File: src/hw/asrc_params.svh
/*
  Timing and width constants for the asynchronous memory controller.
  Assumes a 250 MHz core clock.
*/
`ifndef ASRC_PARAMS_SVH
`define ASRC_PARAMS_SVH
`define ASRC_CLK_PERIOD_PS 4000
`define ASRC_T_CYCLE_NS 70
`define ASRC_T_ACCESS_NS 70
`define ASRC_T_OE_ACCESS_NS 35
`define ASRC_T_WRITE_NS 70
`define ASRC_T_DATA_SETUP_NS 30
`define ASRC_T_DATA_HOLD_NS 0
`define ASRC_T_RELEASE_NS 35
`define ASRC_SYNC_STAGES 2
`define ASRC_LANES 2
`define ASRC_CYC_MIN(ns) (((ns) * 1000 + `ASRC_CLK_PERIOD_PS - 1) / `ASRC_CLK_PERIOD_PS)
`define ASRC_ADDR_W 19
`define ASRC_DATA_W 16
`define ASRC_CNT_W 6
`define ASRC_CNT_ZERO 6'h00
`define ASRC_CNT_ONE 6'h01
`endif

File: src/hw/asrc_pkg.sv
/*
  Types for the asynchronous memory controller.
  Assumes the params header alongside.
*/
package asrc_pkg;
  typedef enum logic [2:0] {
    ASRC_IDLE = 3'h0,
    ASRC_SETUP = 3'h1,
    ASRC_STROBE = 3'h3,
    ASRC_HOLD = 3'h2,
    ASRC_GAP = 3'h6
  } asrc_state_t;
endpackage : asrc_pkg

File: src/hw/asrc_ctrl.sv
/*
  Controller driving an asynchronous static memory through its pins.
  Assumes the memory pins are external; read data passes a 2-flop sync.
*/
`timescale 1ns/10ps
`include "asrc_params.svh"

// Overview of operation
// - Write enable high during reads
// - Address valid before select goes active
// - Write enable high while address changes
// - Data timed against write end edge
// - Selects active 70 ns before write end
// - Address valid 70 ns before write end
// - Byte enable low 70 ns before end
// - Data stable 30 ns before write end
// - No data drive while device drives
module asrc_ctrl #(
  parameter int ADDR_W = `ASRC_ADDR_W,
  parameter int DATA_W = `ASRC_DATA_W
) (
  input wire logic core_clk_in,
  input wire logic nrst_in,
  input wire logic req_valid_in,
  input wire logic req_write_in,
  input wire logic [ADDR_W-1:0] req_addr_in,
  input wire logic [DATA_W-1:0] req_wdata_in,
  input wire logic [1:0] req_byte_en_in,
  output logic req_ready_out,
  output logic rsp_valid_out,
  output logic [DATA_W-1:0] rsp_rdata_out,
  output logic [ADDR_W-1:0] mem_addr_out,
  output logic select_active_low_out,
  output logic select_active_high_out,
  output logic mem_oe_n_out,
  output logic mem_we_n_out,
  output logic lower_byte_enable_n_out,
  output logic upper_byte_enable_n_out,
  input wire logic [DATA_W-1:0] mem_dq_in,
  output logic [DATA_W-1:0] mem_dq_out,
  output logic mem_dq_oe_out
);
  import asrc_pkg::*;

  localparam logic [`ASRC_CNT_W-1:0] CYC_ACCESS =
    `ASRC_CNT_W'(`ASRC_CYC_MIN(`ASRC_T_ACCESS_NS) + `ASRC_SYNC_STAGES);
  localparam logic [`ASRC_CNT_W-1:0] CYC_WRITE =
    `ASRC_CNT_W'(`ASRC_CYC_MIN(`ASRC_T_WRITE_NS));
  localparam logic [`ASRC_CNT_W-1:0] CYC_GAP =
    `ASRC_CNT_W'(`ASRC_CYC_MIN(`ASRC_T_RELEASE_NS));

  localparam int LANES = `ASRC_LANES;

  // Widths and counts the logic can serve
  if (ADDR_W < 1 || DATA_W != `ASRC_DATA_W) begin : g_bad_width
    $error("asrc_ctrl: unsupported width");
  end
  if (`ASRC_CYC_MIN(`ASRC_T_ACCESS_NS) + `ASRC_SYNC_STAGES >= (1 << `ASRC_CNT_W))
  begin : g_bad_count
    $error("asrc_ctrl: counter too narrow");
  end

  asrc_state_t state;
  logic [`ASRC_CNT_W-1:0] cnt;
  logic is_write;
  logic [DATA_W-1:0] dq_sync1;
  logic [DATA_W-1:0] dq_sync2;
  logic [LANES-1:0] lane_n;
  logic next_we_n;

  assign req_ready_out = (state == ASRC_IDLE);

  // Read data synchroniser
  always_ff @(posedge core_clk_in or negedge nrst_in) begin
    if (!nrst_in) begin
      dq_sync1 <= '0;
      dq_sync2 <= '0;
    end else begin
      dq_sync1 <= mem_dq_in;
      dq_sync2 <= dq_sync1;
    end
  end

  // Sequencer
  always_ff @(posedge core_clk_in or negedge nrst_in) begin
    if (!nrst_in) begin
      state <= ASRC_IDLE;
      cnt <= `ASRC_CNT_ZERO;
      is_write <= 1'b0;
    end else begin
      case (state)
        ASRC_IDLE: begin
          if (req_valid_in) begin
            is_write <= req_write_in;
            state <= ASRC_SETUP;
          end
        end
        ASRC_SETUP: begin
          cnt <= is_write ? CYC_WRITE : CYC_ACCESS;
          state <= ASRC_STROBE;
        end
        ASRC_STROBE: begin
          if (cnt == `ASRC_CNT_ONE) begin
            state <= ASRC_HOLD;
          end else begin
            cnt <= cnt - `ASRC_CNT_ONE;
          end
        end
        ASRC_HOLD: begin
          cnt <= CYC_GAP;
          state <= ASRC_GAP;
        end
        ASRC_GAP: begin
          if (cnt == `ASRC_CNT_ONE) begin
            state <= ASRC_IDLE;
          end else begin
            cnt <= cnt - `ASRC_CNT_ONE;
          end
        end
        default: state <= ASRC_IDLE;
      endcase
    end
  end

  // Address and data latched per request
  always_ff @(posedge core_clk_in or negedge nrst_in) begin
    if (!nrst_in) begin
      mem_addr_out <= '0;
      mem_dq_out <= '0;
    end else if (state == ASRC_IDLE && req_valid_in) begin
      // Address moves only while write enable high
      mem_addr_out <= req_addr_in;
      mem_dq_out <= req_wdata_in;
    end
  end

  // Byte lane enables, one flop per lane
  for (genvar g = 0; g < LANES; g++) begin : g_lane
    always_ff @(posedge core_clk_in or negedge nrst_in) begin
      if (!nrst_in) begin
        lane_n[g] <= 1'b1;
      end else if (state == ASRC_IDLE && req_valid_in) begin
        lane_n[g] <= ~req_byte_en_in[g];
      end else if (state == ASRC_GAP) begin
        lane_n[g] <= 1'b1;
      end
    end
  end

  assign lower_byte_enable_n_out = lane_n[0];
  assign upper_byte_enable_n_out = lane_n[1];

  // Write ended by write enable rising
  always_comb begin
    next_we_n = 1'b1;
    if (is_write && state == ASRC_SETUP) begin
      next_we_n = 1'b0;
    end
    if (is_write && state == ASRC_STROBE && cnt != `ASRC_CNT_ONE) begin
      next_we_n = 1'b0;
    end
  end

  // Strobes
  always_ff @(posedge core_clk_in or negedge nrst_in) begin
    if (!nrst_in) begin
      select_active_low_out <= 1'b1;
      select_active_high_out <= 1'b0;
      mem_we_n_out <= 1'b1;
      mem_oe_n_out <= 1'b1;
      mem_dq_oe_out <= 1'b0;
    end else begin
      select_active_low_out <= ~(state == ASRC_SETUP || state == ASRC_STROBE);
      select_active_high_out <= (state == ASRC_SETUP || state == ASRC_STROBE);
      mem_we_n_out <= next_we_n;
      mem_oe_n_out <= ~(!is_write && (state == ASRC_SETUP || state == ASRC_STROBE));
      mem_dq_oe_out <= is_write && (state == ASRC_SETUP || state == ASRC_STROBE
        || state == ASRC_HOLD);
    end
  end

  // Read capture
  always_ff @(posedge core_clk_in or negedge nrst_in) begin
    if (!nrst_in) begin
      rsp_valid_out <= 1'b0;
      rsp_rdata_out <= '0;
    end else begin
      rsp_valid_out <= 1'b0;
      // Sample after access time plus sync
      if (!is_write && state == ASRC_STROBE && cnt == `ASRC_CNT_ONE) begin
        rsp_valid_out <= 1'b1;
        rsp_rdata_out <= dq_sync2;
      end
    end
  end
endmodule : asrc_ctrl

File: config.mk
export PLATFORM = sky130hd
export DESIGN_NAME = asrc_ctrl
export DESIGN_NICKNAME = d
export VERILOG_FILES = /design/src/hw/asrc_pkg.sv /design/src/hw/asrc_ctrl.sv
export VERILOG_INCLUDE_DIRS = /design/src /design/src/hw
export SDC_FILE = /design/constraint.sdc
export NUM_CORES = 1
export LEC_CHECK = 0
export ABC_AREA = 0
export BUFFER_PORTS_ARGS = -buffer_cell sky130_fd_sc_hd__buf_2
export CAP_MARGIN = 20
export CELL_PAD_IN_SITES_DETAIL_PLACEMENT = 0
export CELL_PAD_IN_SITES_GLOBAL_PLACEMENT = 2
export CORE_ASPECT_RATIO = 1.75
export CORE_MARGIN = 4
export CORE_UTILIZATION = 33
export DETAILED_ROUTE_END_ITERATION = 7
export PLACE_DENSITY_LB_ADDON = 0.05
export SYNTH_ARGS = -nofsm -noshare
export SYNTH_HDL_FRONTEND = slang
export SYNTH_SLANG_ARGS = --single-unit
File: constraint.sdc
create_clock -name core_clk_in -period 2.54 [get_ports core_clk_in]
set_input_delay 0.381 -clock core_clk_in [delete_from_list [all_inputs] [get_ports core_clk_in]]
set_output_delay 0.381 -clock core_clk_in [all_outputs]
set_load 0.05 [all_outputs]
==> results of run 1 <==
-- logic make-up after synthesis --
| group | share of synthesized area |
|---|---|
| compound gates | 0.0741 |
| fa+ha+maj | 0.00674 |
| buf+inv | 0.0243 |
| flops | 0.682 |
| mux | 0.158 |
| simple gates | 0.0552 |
-- where the power goes --
| part | leakage (nW) | internal [mW] | switching [mW] |
|---|---|---|---|
| Sequential | 1.19 | 2.11 | 0.278 |
| Clock | 0.144 | 0.778 | 0.616 |
| Combinational | 0.909 | 0.955 | 2.25 |
| Total | 2.25 | 3.84 | 3.15 |
-- registers in the layout (all words and copies together), names as in the netlist --
signal and count:
rsp_rdata_out 16, cnt 6, upper_byte_enable_n_out 1, dq_sync1 16, select_active_high_out 1, select_active_low_out 1, mem_oe_n_out 1, state 3
mem_addr_out 19, mem_we_n_out 1, lower_byte_enable_n_out 1, mem_dq_oe_out 1, rsp_valid_out 1, is_write 1, mem_dq_out 16, dq_sync2 16
-- layer usage --
layer / vias to the layer above / share of wire / GRT usage / routed length, um
met5: - / 0 / 0 / 0
met4: 0 / 0.030 / 0.0696 / 255
met3: 14 / 0.052 / 0.0255 / 440
met2: 66 / 0.54 / 0.233 / 4520
met1: 1220 / 0.38 / 0.157 / 3180
li1: 1144 / - / - / -
-- stage by stage --
step | cell area (sq um) | total power, mW
after floorplan | 3710 | 4.81
after detailed placement | 4490 | 5.67
after global routing | 4800 | 7.41
after CTS | 4800 | 7.11
final | 4800 | 6.99
after global placement | 4490 | 5.68
-- critical path, cell delays in order (launching register included) --
cell and delay (ns):
dfrtp_1 0.44, inv_1 0.11, ha_1 0.21, or3b_2 0.50, o21ai_0 0.17, a31oi_1 0.11, a311o_1 0.32
-- worst paths after layout --
path / end / slack, ns / cells after the start
max in group asynchronous: lower_byte_enable_n_out / 1.73 / 2
min in group core_clk_in: dq_sync1[9] / 0.15 / 1
worst min register to register: dq_sync2[13] / 0.35 / 0
worst min-delay path: dq_sync2[13] / 0.03 / 1
worst max-delay path: cnt[4] / 0.57 / 6
worst max register to register: cnt[4] / 0.57 / 6
-- Yosys cell counts (all sizes together), types with 2 or more instances --
| cell | instances |
|---|---|
| nand2b | 3 |
| ha | 2 |
| nand2 | 8 |
| mux2 | 52 |
| o311ai | 2 |
| a211o | 2 |
| clkbuf | 5 |
| a311o | 2 |
| nor2 | 7 |
| nor2b | 2 |
| nor3 | 5 |
| inv | 8 |
| a21oi | 6 |
| a221oi | 2 |
| or3 | 3 |
| dfrtp | 96 |
| a21boi | 2 |
| dfstp | 5 |
| nand3 | 6 |
| o21ai | 8 |
| o31ai | 2 |
| buf | 7 |
-- layout make-up --
type                    count  area (sq um)
well taps                 132           165
inverters                   8          30.0
fillers                  1067          6300
clock inverters             7          82.6
repair buffers            124           668
clock buffers               9           225
flip-flops and latches    101          2530
multi-input cells         129          1100
-- layout by cell type (no fill, tap or decap), types with 2 or more instances in the layout --
cell	instances
a21oi_1	6
mux2_2	52
nand2b_1	3
buf_4	7
inv_1	7
dfrtp_1	96
clkbuf_16	9
nand2_1	8
buf_12	2
clkinv_4	2
or3_1	3
a21boi_0	2
nor3_1	3
nor2b_1	2
clkinvlp_4	2
a221oi_1	2
buf_2	115
nand3_1	6
ha_1	2
o31ai_1	2
o311ai_0	2
dfstp_2	5
o21ai_0	8
nor2_1	7
a211o_1	2
==> results.sh, run 1 <==
export IMPL_antenna_found_initial=0
export IMPL_numPortBuffers=116
export IMPL_period_minus_slack_ns=1.97
export IMPL_r2r_start="cnt[0]"
export IMPL_path_clk_slew_ns=0.07
export IMPL_hold_violations=0
export IMPL_yosys_cell_types_count=41
export IMPL_antenna_cells=0
export IMPL_hpwl_um=6070
export IMPL_cp_data_required_time_ns=2.76
export IMPL_cts_tree="built"
export IMPL_drtAntennaViolNets=0
export IMPL_cp_end_kind="flop"
export IMPL_insertion_delay_ns=0.34
export IMPL_ir_drop_uv=701
export IMPL_rsz0062_at_grt="no"
export IMPL_startpoint="cnt[0]"
export IMPL_grt_pass1_vias=2540
export IMPL_area_growth_pct=29.3
export IMPL_p_leak_nw=2.25
export IMPL_io_pins=117
export IMPL_routedWlPerCell_um=16.5
export IMPL_setup_ws_ns=0.571
export IMPL_cp_max_fo=6
export IMPL_syn_inst=250
export IMPL_synth_edf_count=0
export IMPL_relSlewSlack=0.631
export IMPL_syn_area_sq_um=3710
export IMPL_coreArea_sq_um=11100
export IMPL_synth_seq_cells=101
export IMPL_gp_congestion=0.827
export IMPL_route_detailed_drc=0
export IMPL_drt_vias_per_instance=4.79
export IMPL_cts_root_buf="clkbuf_16"
export IMPL_ys_seq_area_frac=0.682
export IMPL_clockBufferDepth=2
export IMPL_cts_resized=0
export IMPL_fin_util=0.432
export IMPL_synth_avg_cell_area_sq_um=14.9
export IMPL_synthFlopType="dfrtp_1"
export IMPL_pre_cts_slack_ns=0.596
export IMPL_cellPowerDensity_nw_per_um2=1460
export IMPL_skew_ns=0.00697
export IMPL_overflow=0
export IMPL_fmax_mhz=508
export IMPL_synth_top_area_frac=0.647
export IMPL_path_class="reg2reg"
export IMPL_drv_cap=0
export IMPL_die_x_um=88.2
export IMPL_synthArstFlopShare=1.00
export IMPL_setup_viol=0
export IMPL_initial_utilization=0.335
export IMPL_cts_sinks=101
export IMPL_dr_total_vias=2444
export IMPL_wirelength_um=8400
export IMPL_grt_first_pass_wirelength_um=13300
export IMPL_final_setup_tns_ns=0
export IMPL_cts_htree_levels=3
export IMPL_postCtsHoldBufs=0
export IMPL_synthTopCellsByArea="dfrtp_1 (65%), mux2_2 (16%), dfstp_2 (3.5%)"
export IMPL_nNetsFinal=432
export IMPL_cts_setup_buffers=0
export IMPL_synth_warnings=0
export IMPL_synth_top_area_cell="dfrtp_1"
export IMPL_dr_pass1_iters=4
export IMPL_setup_worst_path_start_class="flop"
export IMPL_synth_nets=309
export IMPL_final_cells=510
export IMPL_drtIter0Drc=95
export IMPL_grt_use_total=0.136
export IMPL_tightestPinTransition_ns=0.554
export IMPL_post_route_period_util=0.775
export IMPL_slew_violations=0
export IMPL_crit_arrival_ns=2.19
export IMPL_dp_cells=494
export IMPL_dieArea_sq_um=13100
export IMPL_drive_gt1_frac=0.542
export IMPL_die_y_um=148
export IMPL_run_status="finished clean"
export IMPL_timing_hold_ws_ns=0.0346
export IMPL_cts_buffers=9
export IMPL_rows=51
export IMPL_min_path_type="in2async"
export IMPL_grt_max_degree=61
Power figures use the tool's default switching activity.
==> run 2, diff against run 1 <==
Clock period 2.54 ns to 1.9 ns, I/O delays scaled along.
==> run 2 against run 1 <==
Compared with the run above: hold slack improved by 0.016 ns; cell count rose by 2.4%; clock-buffer cell count increased by 1; die area is the same; final area increased by 3.0%; clock power is 35% higher; flip-flop and latch count is the same; critical endpoint is now cnt[5]; largest power group unchanged; highest routed layer unchanged.
==> results.sh, run 2 (synthesis results as in run 1) <==
export IMPL_run_status="finished clean"
export IMPL_cts_buffers=9
export IMPL_route_detailed_drc=0
export IMPL_drtIter0Drc=69
export IMPL_grt_pass1_vias=2648
export IMPL_coreArea_sq_um=11100
export IMPL_pre_cts_slack_ns=0.00395
export IMPL_cellPowerDensity_nw_per_um2=1940
export IMPL_tightestPinTransition_ns=0.498
export IMPL_crit_arrival_ns=2.15
export IMPL_fin_util=0.446
export IMPL_cts_root_buf="clkbuf_16"
export IMPL_nNetsFinal=444
export IMPL_largest_reg_flops=19
export IMPL_p_leak_nw=2.32
export IMPL_die_x_um=88.2
export IMPL_top_register="mem_addr_out"
export IMPL_skew_ns=0.00809
export IMPL_numPortBuffers=116
export IMPL_grt_max_degree=57
export IMPL_dieArea_sq_um=13100
export IMPL_rsz0062_at_grt="yes"
export IMPL_setup_viol=0
export IMPL_grt_use_total=0.138
export IMPL_final_common_cell="buf_2"
export IMPL_gp_congestion=0.819
export IMPL_routedWlPerCell_um=16.5
export IMPL_die_y_um=148
export IMPL_setup_ws_ns=0.0218
export IMPL_timing_hold_ws_ns=0.0505
export IMPL_grt_first_pass_wirelength_um=13700
export IMPL_cp_data_required_time_ns=2.17
export IMPL_dr_total_vias=2492
export IMPL_final_cells=522
export IMPL_cts_htree_levels=3
export IMPL_overflow=0
export IMPL_min_path_type="in2reg"
export IMPL_dp_cells=504
export IMPL_hpwl_um=6310
export IMPL_fmax_mhz=532
export IMPL_mostFrequentLayoutCells="buf_2 (114), dfrtp_1 (95), mux2_2 (52)"
export IMPL_drive_gt1_frac=0.574
export IMPL_drv_cap=0
export IMPL_drtAntennaViolNets=0
export IMPL_wirelength_um=8620
export IMPL_insertion_delay_ns=0.34
export IMPL_hold_violations=0
export IMPL_ir_drop_uv=945
export IMPL_rows=51
export IMPL_dr_pass1_iters=4
export IMPL_final_setup_tns_ns=0
export IMPL_initial_utilization=0.335
export IMPL_path_class="reg2reg"
export IMPL_antenna_cells=0
export IMPL_path_clk_slew_ns=0.07
export IMPL_io_pins=117
export IMPL_area_growth_pct=33.2
export IMPL_antenna_found_initial=0
export IMPL_finalPower_mw=9.61
export IMPL_cts_sinks=101
export IMPL_place_area_sq_um=4590
export IMPL_drt_vias_per_instance=4.77
export IMPL_setup_worst_path_start_class="flop"
export IMPL_cp_end_kind="flop"
export IMPL_cp_max_fo=5
export IMPL_period_minus_slack_ns=1.88
export IMPL_relSlewSlack=0.668
export IMPL_slew_violations=0
export IMPL_clockBufferDepth=2
export IMPL_cts_tree="built"
export IMPL_post_route_period_util=0.989
export IMPL_finalInstanceArea_sq_um=4950
-- run 2: cell types whose count changed in the layout (fill, tap and decap cells not counted), moves of 2 or more --
cell / change
buf_4: +11
clkinv_4: -2
inv_2: +2
inv_1: -2
-- run 2: timing repair --
action / CTS / global route
hold buffers: 1 / 0
resized for setup: 0 / 12
buffers inserted: 0 / 1
endpoints found under the hold margin: 23 / 0
setup endpoints to repair: 0 / 21
-- run 2: cell type report --
class	count	area (sq um)
tap	132	165
clock inverter	6	67.6
fill	1076	6160
inverter	8	30.0
clock buffer	10	239
timing repair buffer	136	776
sequential	101	2530
multi-input combinational	129	1130
-- run 2: per-layer routing --
layer  vias up  routed length, um  GRT usage
li1       1164                  -          -
met1      1243               3410      0.160
met2        76               4580      0.235
met3         9                504     0.0333
met4         0                137     0.0651
met5         -                  0          0
-- run 2: final timing paths --
check	start	end	slack, ns	depth (start not counted)
setup / recovery	cnt[1]	cnt[5]	0.02	4
hold / removal	mem_dq_in[15]	dq_sync1[15]	0.05	1
setup reg to reg	cnt[1]	cnt[5]	0.02	4
hold reg to reg	dq_sync1[12]	dq_sync2[12]	0.35	0
max in group asynchronous	nrst_in	upper_byte_enable_n_out	0.82	3
min in group asynchronous	nrst_in	rsp_rdata_out[9]	0.39	2
-- run 2: worst max-delay path: stages (launching register included) --
cell and delay [ns]:
dfrtp_1 0.41, or4_4 0.59, or3_1 0.34, a2111oi_2 0.34, a311o_2 0.15
-- run 2: power breakdown --
group | internal (mW) | leakage [nW] | total, mW | switching [mW]
Sequential | 2.82 | 1.19 | 3.17 | 0.350
Combinational | 1.42 | 0.982 | 4.56 | 3.14
Clock | 1.06 | 0.145 | 1.87 | 0.805
==> run 3, diff against run 2 <==
--- a/config.mk
+++ b/config.mk
@@ -15,4 +15,5 @@
 export CORE_MARGIN = 4
 export CORE_UTILIZATION = 33
+export CTS_CLUSTER_DIAMETER = 120
 export DETAILED_ROUTE_END_ITERATION = 7
 export PLACE_DENSITY_LB_ADDON = 0.05
==> constraint.sdc (replaced) <==
create_clock -name core_clk_in -period 1.9 [get_ports core_clk_in]
set_input_delay 0.19 -clock core_clk_in [delete_from_list [all_inputs] [get_ports core_clk_in]]
set_output_delay 0.19 -clock core_clk_in [all_outputs]
set_load 0.05 [all_outputs]
==> run 3 against run 2 <==
Compared with the run above: critical path depth unchanged; setup slack improved by 0.011 ns; register-to-register slack about the same; global-route usage decreased by 0.45 points; flip-flop and latch count unchanged; non-clock buffer count increased by 14; core utilization increased by 1.6 points.
==> results.sh, run 3 (synthesis results as in run 1) <==
export IMPL_setup_viol=0
export IMPL_run_status="finished clean"
export IMPL_initial_utilization=0.335
export IMPL_rsz0062_at_grt="yes"
export IMPL_skew_ns=0.00470
export IMPL_gp_congestion=0.812
export IMPL_cts_sinks=101
export IMPL_rows=51
export IMPL_cts_tree="built"
export IMPL_tightestPinTransition_ns=0.441
export IMPL_min_path_type="in2reg"
export IMPL_setup_worst_path_start_class="flop"
export IMPL_final_cells=536
export IMPL_grt_max_degree=38
export IMPL_cts_buffers=9
export IMPL_overflow=0
export IMPL_combPwrFrac=0.463
export IMPL_clockBufferDepth=2
export IMPL_mostFrequentLayoutCells="buf_2 (115), dfrtp_1 (94), mux2_2 (52)"
export IMPL_grt_first_pass_wirelength_um=13400
export IMPL_numPortBuffers=116
export IMPL_nNetsFinal=458
export IMPL_drive_gt1_frac=0.542
export IMPL_route_detailed_drc=0
export IMPL_dr_total_vias=2538
export IMPL_io_pins=117
export IMPL_coreArea_sq_um=11100
export IMPL_insertion_delay_ns=0.34
export IMPL_hpwl_um=6260
export IMPL_grt_use_total=0.134
export IMPL_power_switching_mw=4.25
export IMPL_drtIter0Drc=81
export IMPL_hold_violations=0
export IMPL_grt_pass1_vias=2624
export IMPL_final_common_cell="buf_2"
export IMPL_antenna_cells=0
export IMPL_crit_arrival_ns=2.15
export IMPL_die_x_um=88.2
export IMPL_swShare=0.434
export IMPL_drt_vias_per_instance=4.74
export IMPL_relSlewSlack=0.706
export IMPL_p_int_mw=5.54
export IMPL_antenna_found_initial=0
export IMPL_rrSetupSlack_ns=0.03
export IMPL_largest_reg_flops=19
export IMPL_fmax_mhz=536
export IMPL_cts_htree_levels=3
export IMPL_drv_cap=0
export IMPL_power_frac_seq=0.320
export IMPL_top_register="mem_addr_out"
export IMPL_drtAntennaViolNets=0
export IMPL_dp_cells=502
export IMPL_path_class="reg2reg"
export IMPL_cts_root_buf="clkbuf_16"
export IMPL_period_minus_slack_ns=1.87
export IMPL_routedWlPerCell_um=15.6
export IMPL_dr_pass1_iters=4
export IMPL_cellPowerDensity_nw_per_um2=1910
export IMPL_dieArea_sq_um=13100
export IMPL_area_growth_pct=38.0
export IMPL_die_y_um=148
export IMPL_pwr_share_clk=0.217
export IMPL_cp_end_kind="flop"
export IMPL_slew_violations=0
export IMPL_wirelength_um=8380
export IMPL_ir_drop_uv=964
export IMPL_cp_max_fo=5
export IMPL_cp_data_required_time_ns=2.18
export IMPL_p_leak_nw=2.40
export IMPL_path_clk_slew_ns=0.07
export IMPL_timing_hold_ws_ns=0.0773
export IMPL_post_route_period_util=0.983
run 3: cell types whose count changed in the layout (fill, tap and decap cells not counted), sizes merged:
cell | before | now
bufinv | 1 | 3
dlygate4sd3 | 1 | 17
buf | 135 | 133
clkinvlp | 2 | 0
clkbuf | 10 | 9
inv | 10 | 11
run 3: final timing paths:
check	start	endpoint	cells past startpoint
max in group asynchronous	nrst_in	lower_byte_enable_n_out	3
worst max-delay path	cnt[2]	cnt[5]	4
worst max register to register	cnt[2]	cnt[5]	4
min in group asynchronous	nrst_in	rsp_rdata_out[9]	2
worst min-delay path	req_wdata_in[3]	mem_dq_out[3]	2
worst min register to register	dq_sync1[13]	dq_sync2[13]	0
run 3: cell type report:
cell class                 instances  area [sq um]
clock buffer                       9           225
clock inverter                     7           130
fill                            1058          5980
inverter                           8          30.0
multi-input combinational        129          1120
sequential                       101          2540
tap                              132           165
timing repair buffer             150           918
run 3: metal layers:
layer | GRT usage | up-vias | part of all wire
met1 | 0.158 | 1262 | 0.39
met4 | 0.0590 | 0 | 0.027
li1 | - | 1187 | -
met2 | 0.229 | 73 | 0.53
met5 | 0 | - | 0
met3 | 0.0288 | 16 | 0.049
run 3: what timing repair did:
action,in CTS,in global routing
hold buffers,17,0
gates resized for setup,1,6
endpoints found under the setup margin,1,19
buffers inserted,0,1
hold endpoints to repair,48,0
run 3: critical path, cell delays in order, from the launching register on:
cell	delay (ns)
dfrtp_1	0.41
or4_4	0.57
or3_1	0.34
a2111oi_2	0.34
a311o_2	0.15
run 3: through the flow:
step	TNS [ns]	instance area (sq um)	setup slack, ns	power (mW)	utilization
after floorplan	0	3720	0.101	6.44	-
final	0	5120	0.0330	9.79	0.462
after global routing	-0.0798	5120	-0.0218	10.4	0.462
after detailed placement	-0.0436	4570	-0.0436	7.69	0.412
after global placement	0	4570	0.0361	7.68	0.412
after CTS	0	5100	0.0170	9.90	0.459
run 3: power by group through the flow:
stage,clock [mW],combinational (mW),sequential (mW)
detailed placement,0,4.51,3.18
finish,2.12,4.53,3.13
global route,2.31,4.84,3.23
global placement,0,4.52,3.16
CTS,2.21,4.55,3.14
floorplan,0,1.45,4.99
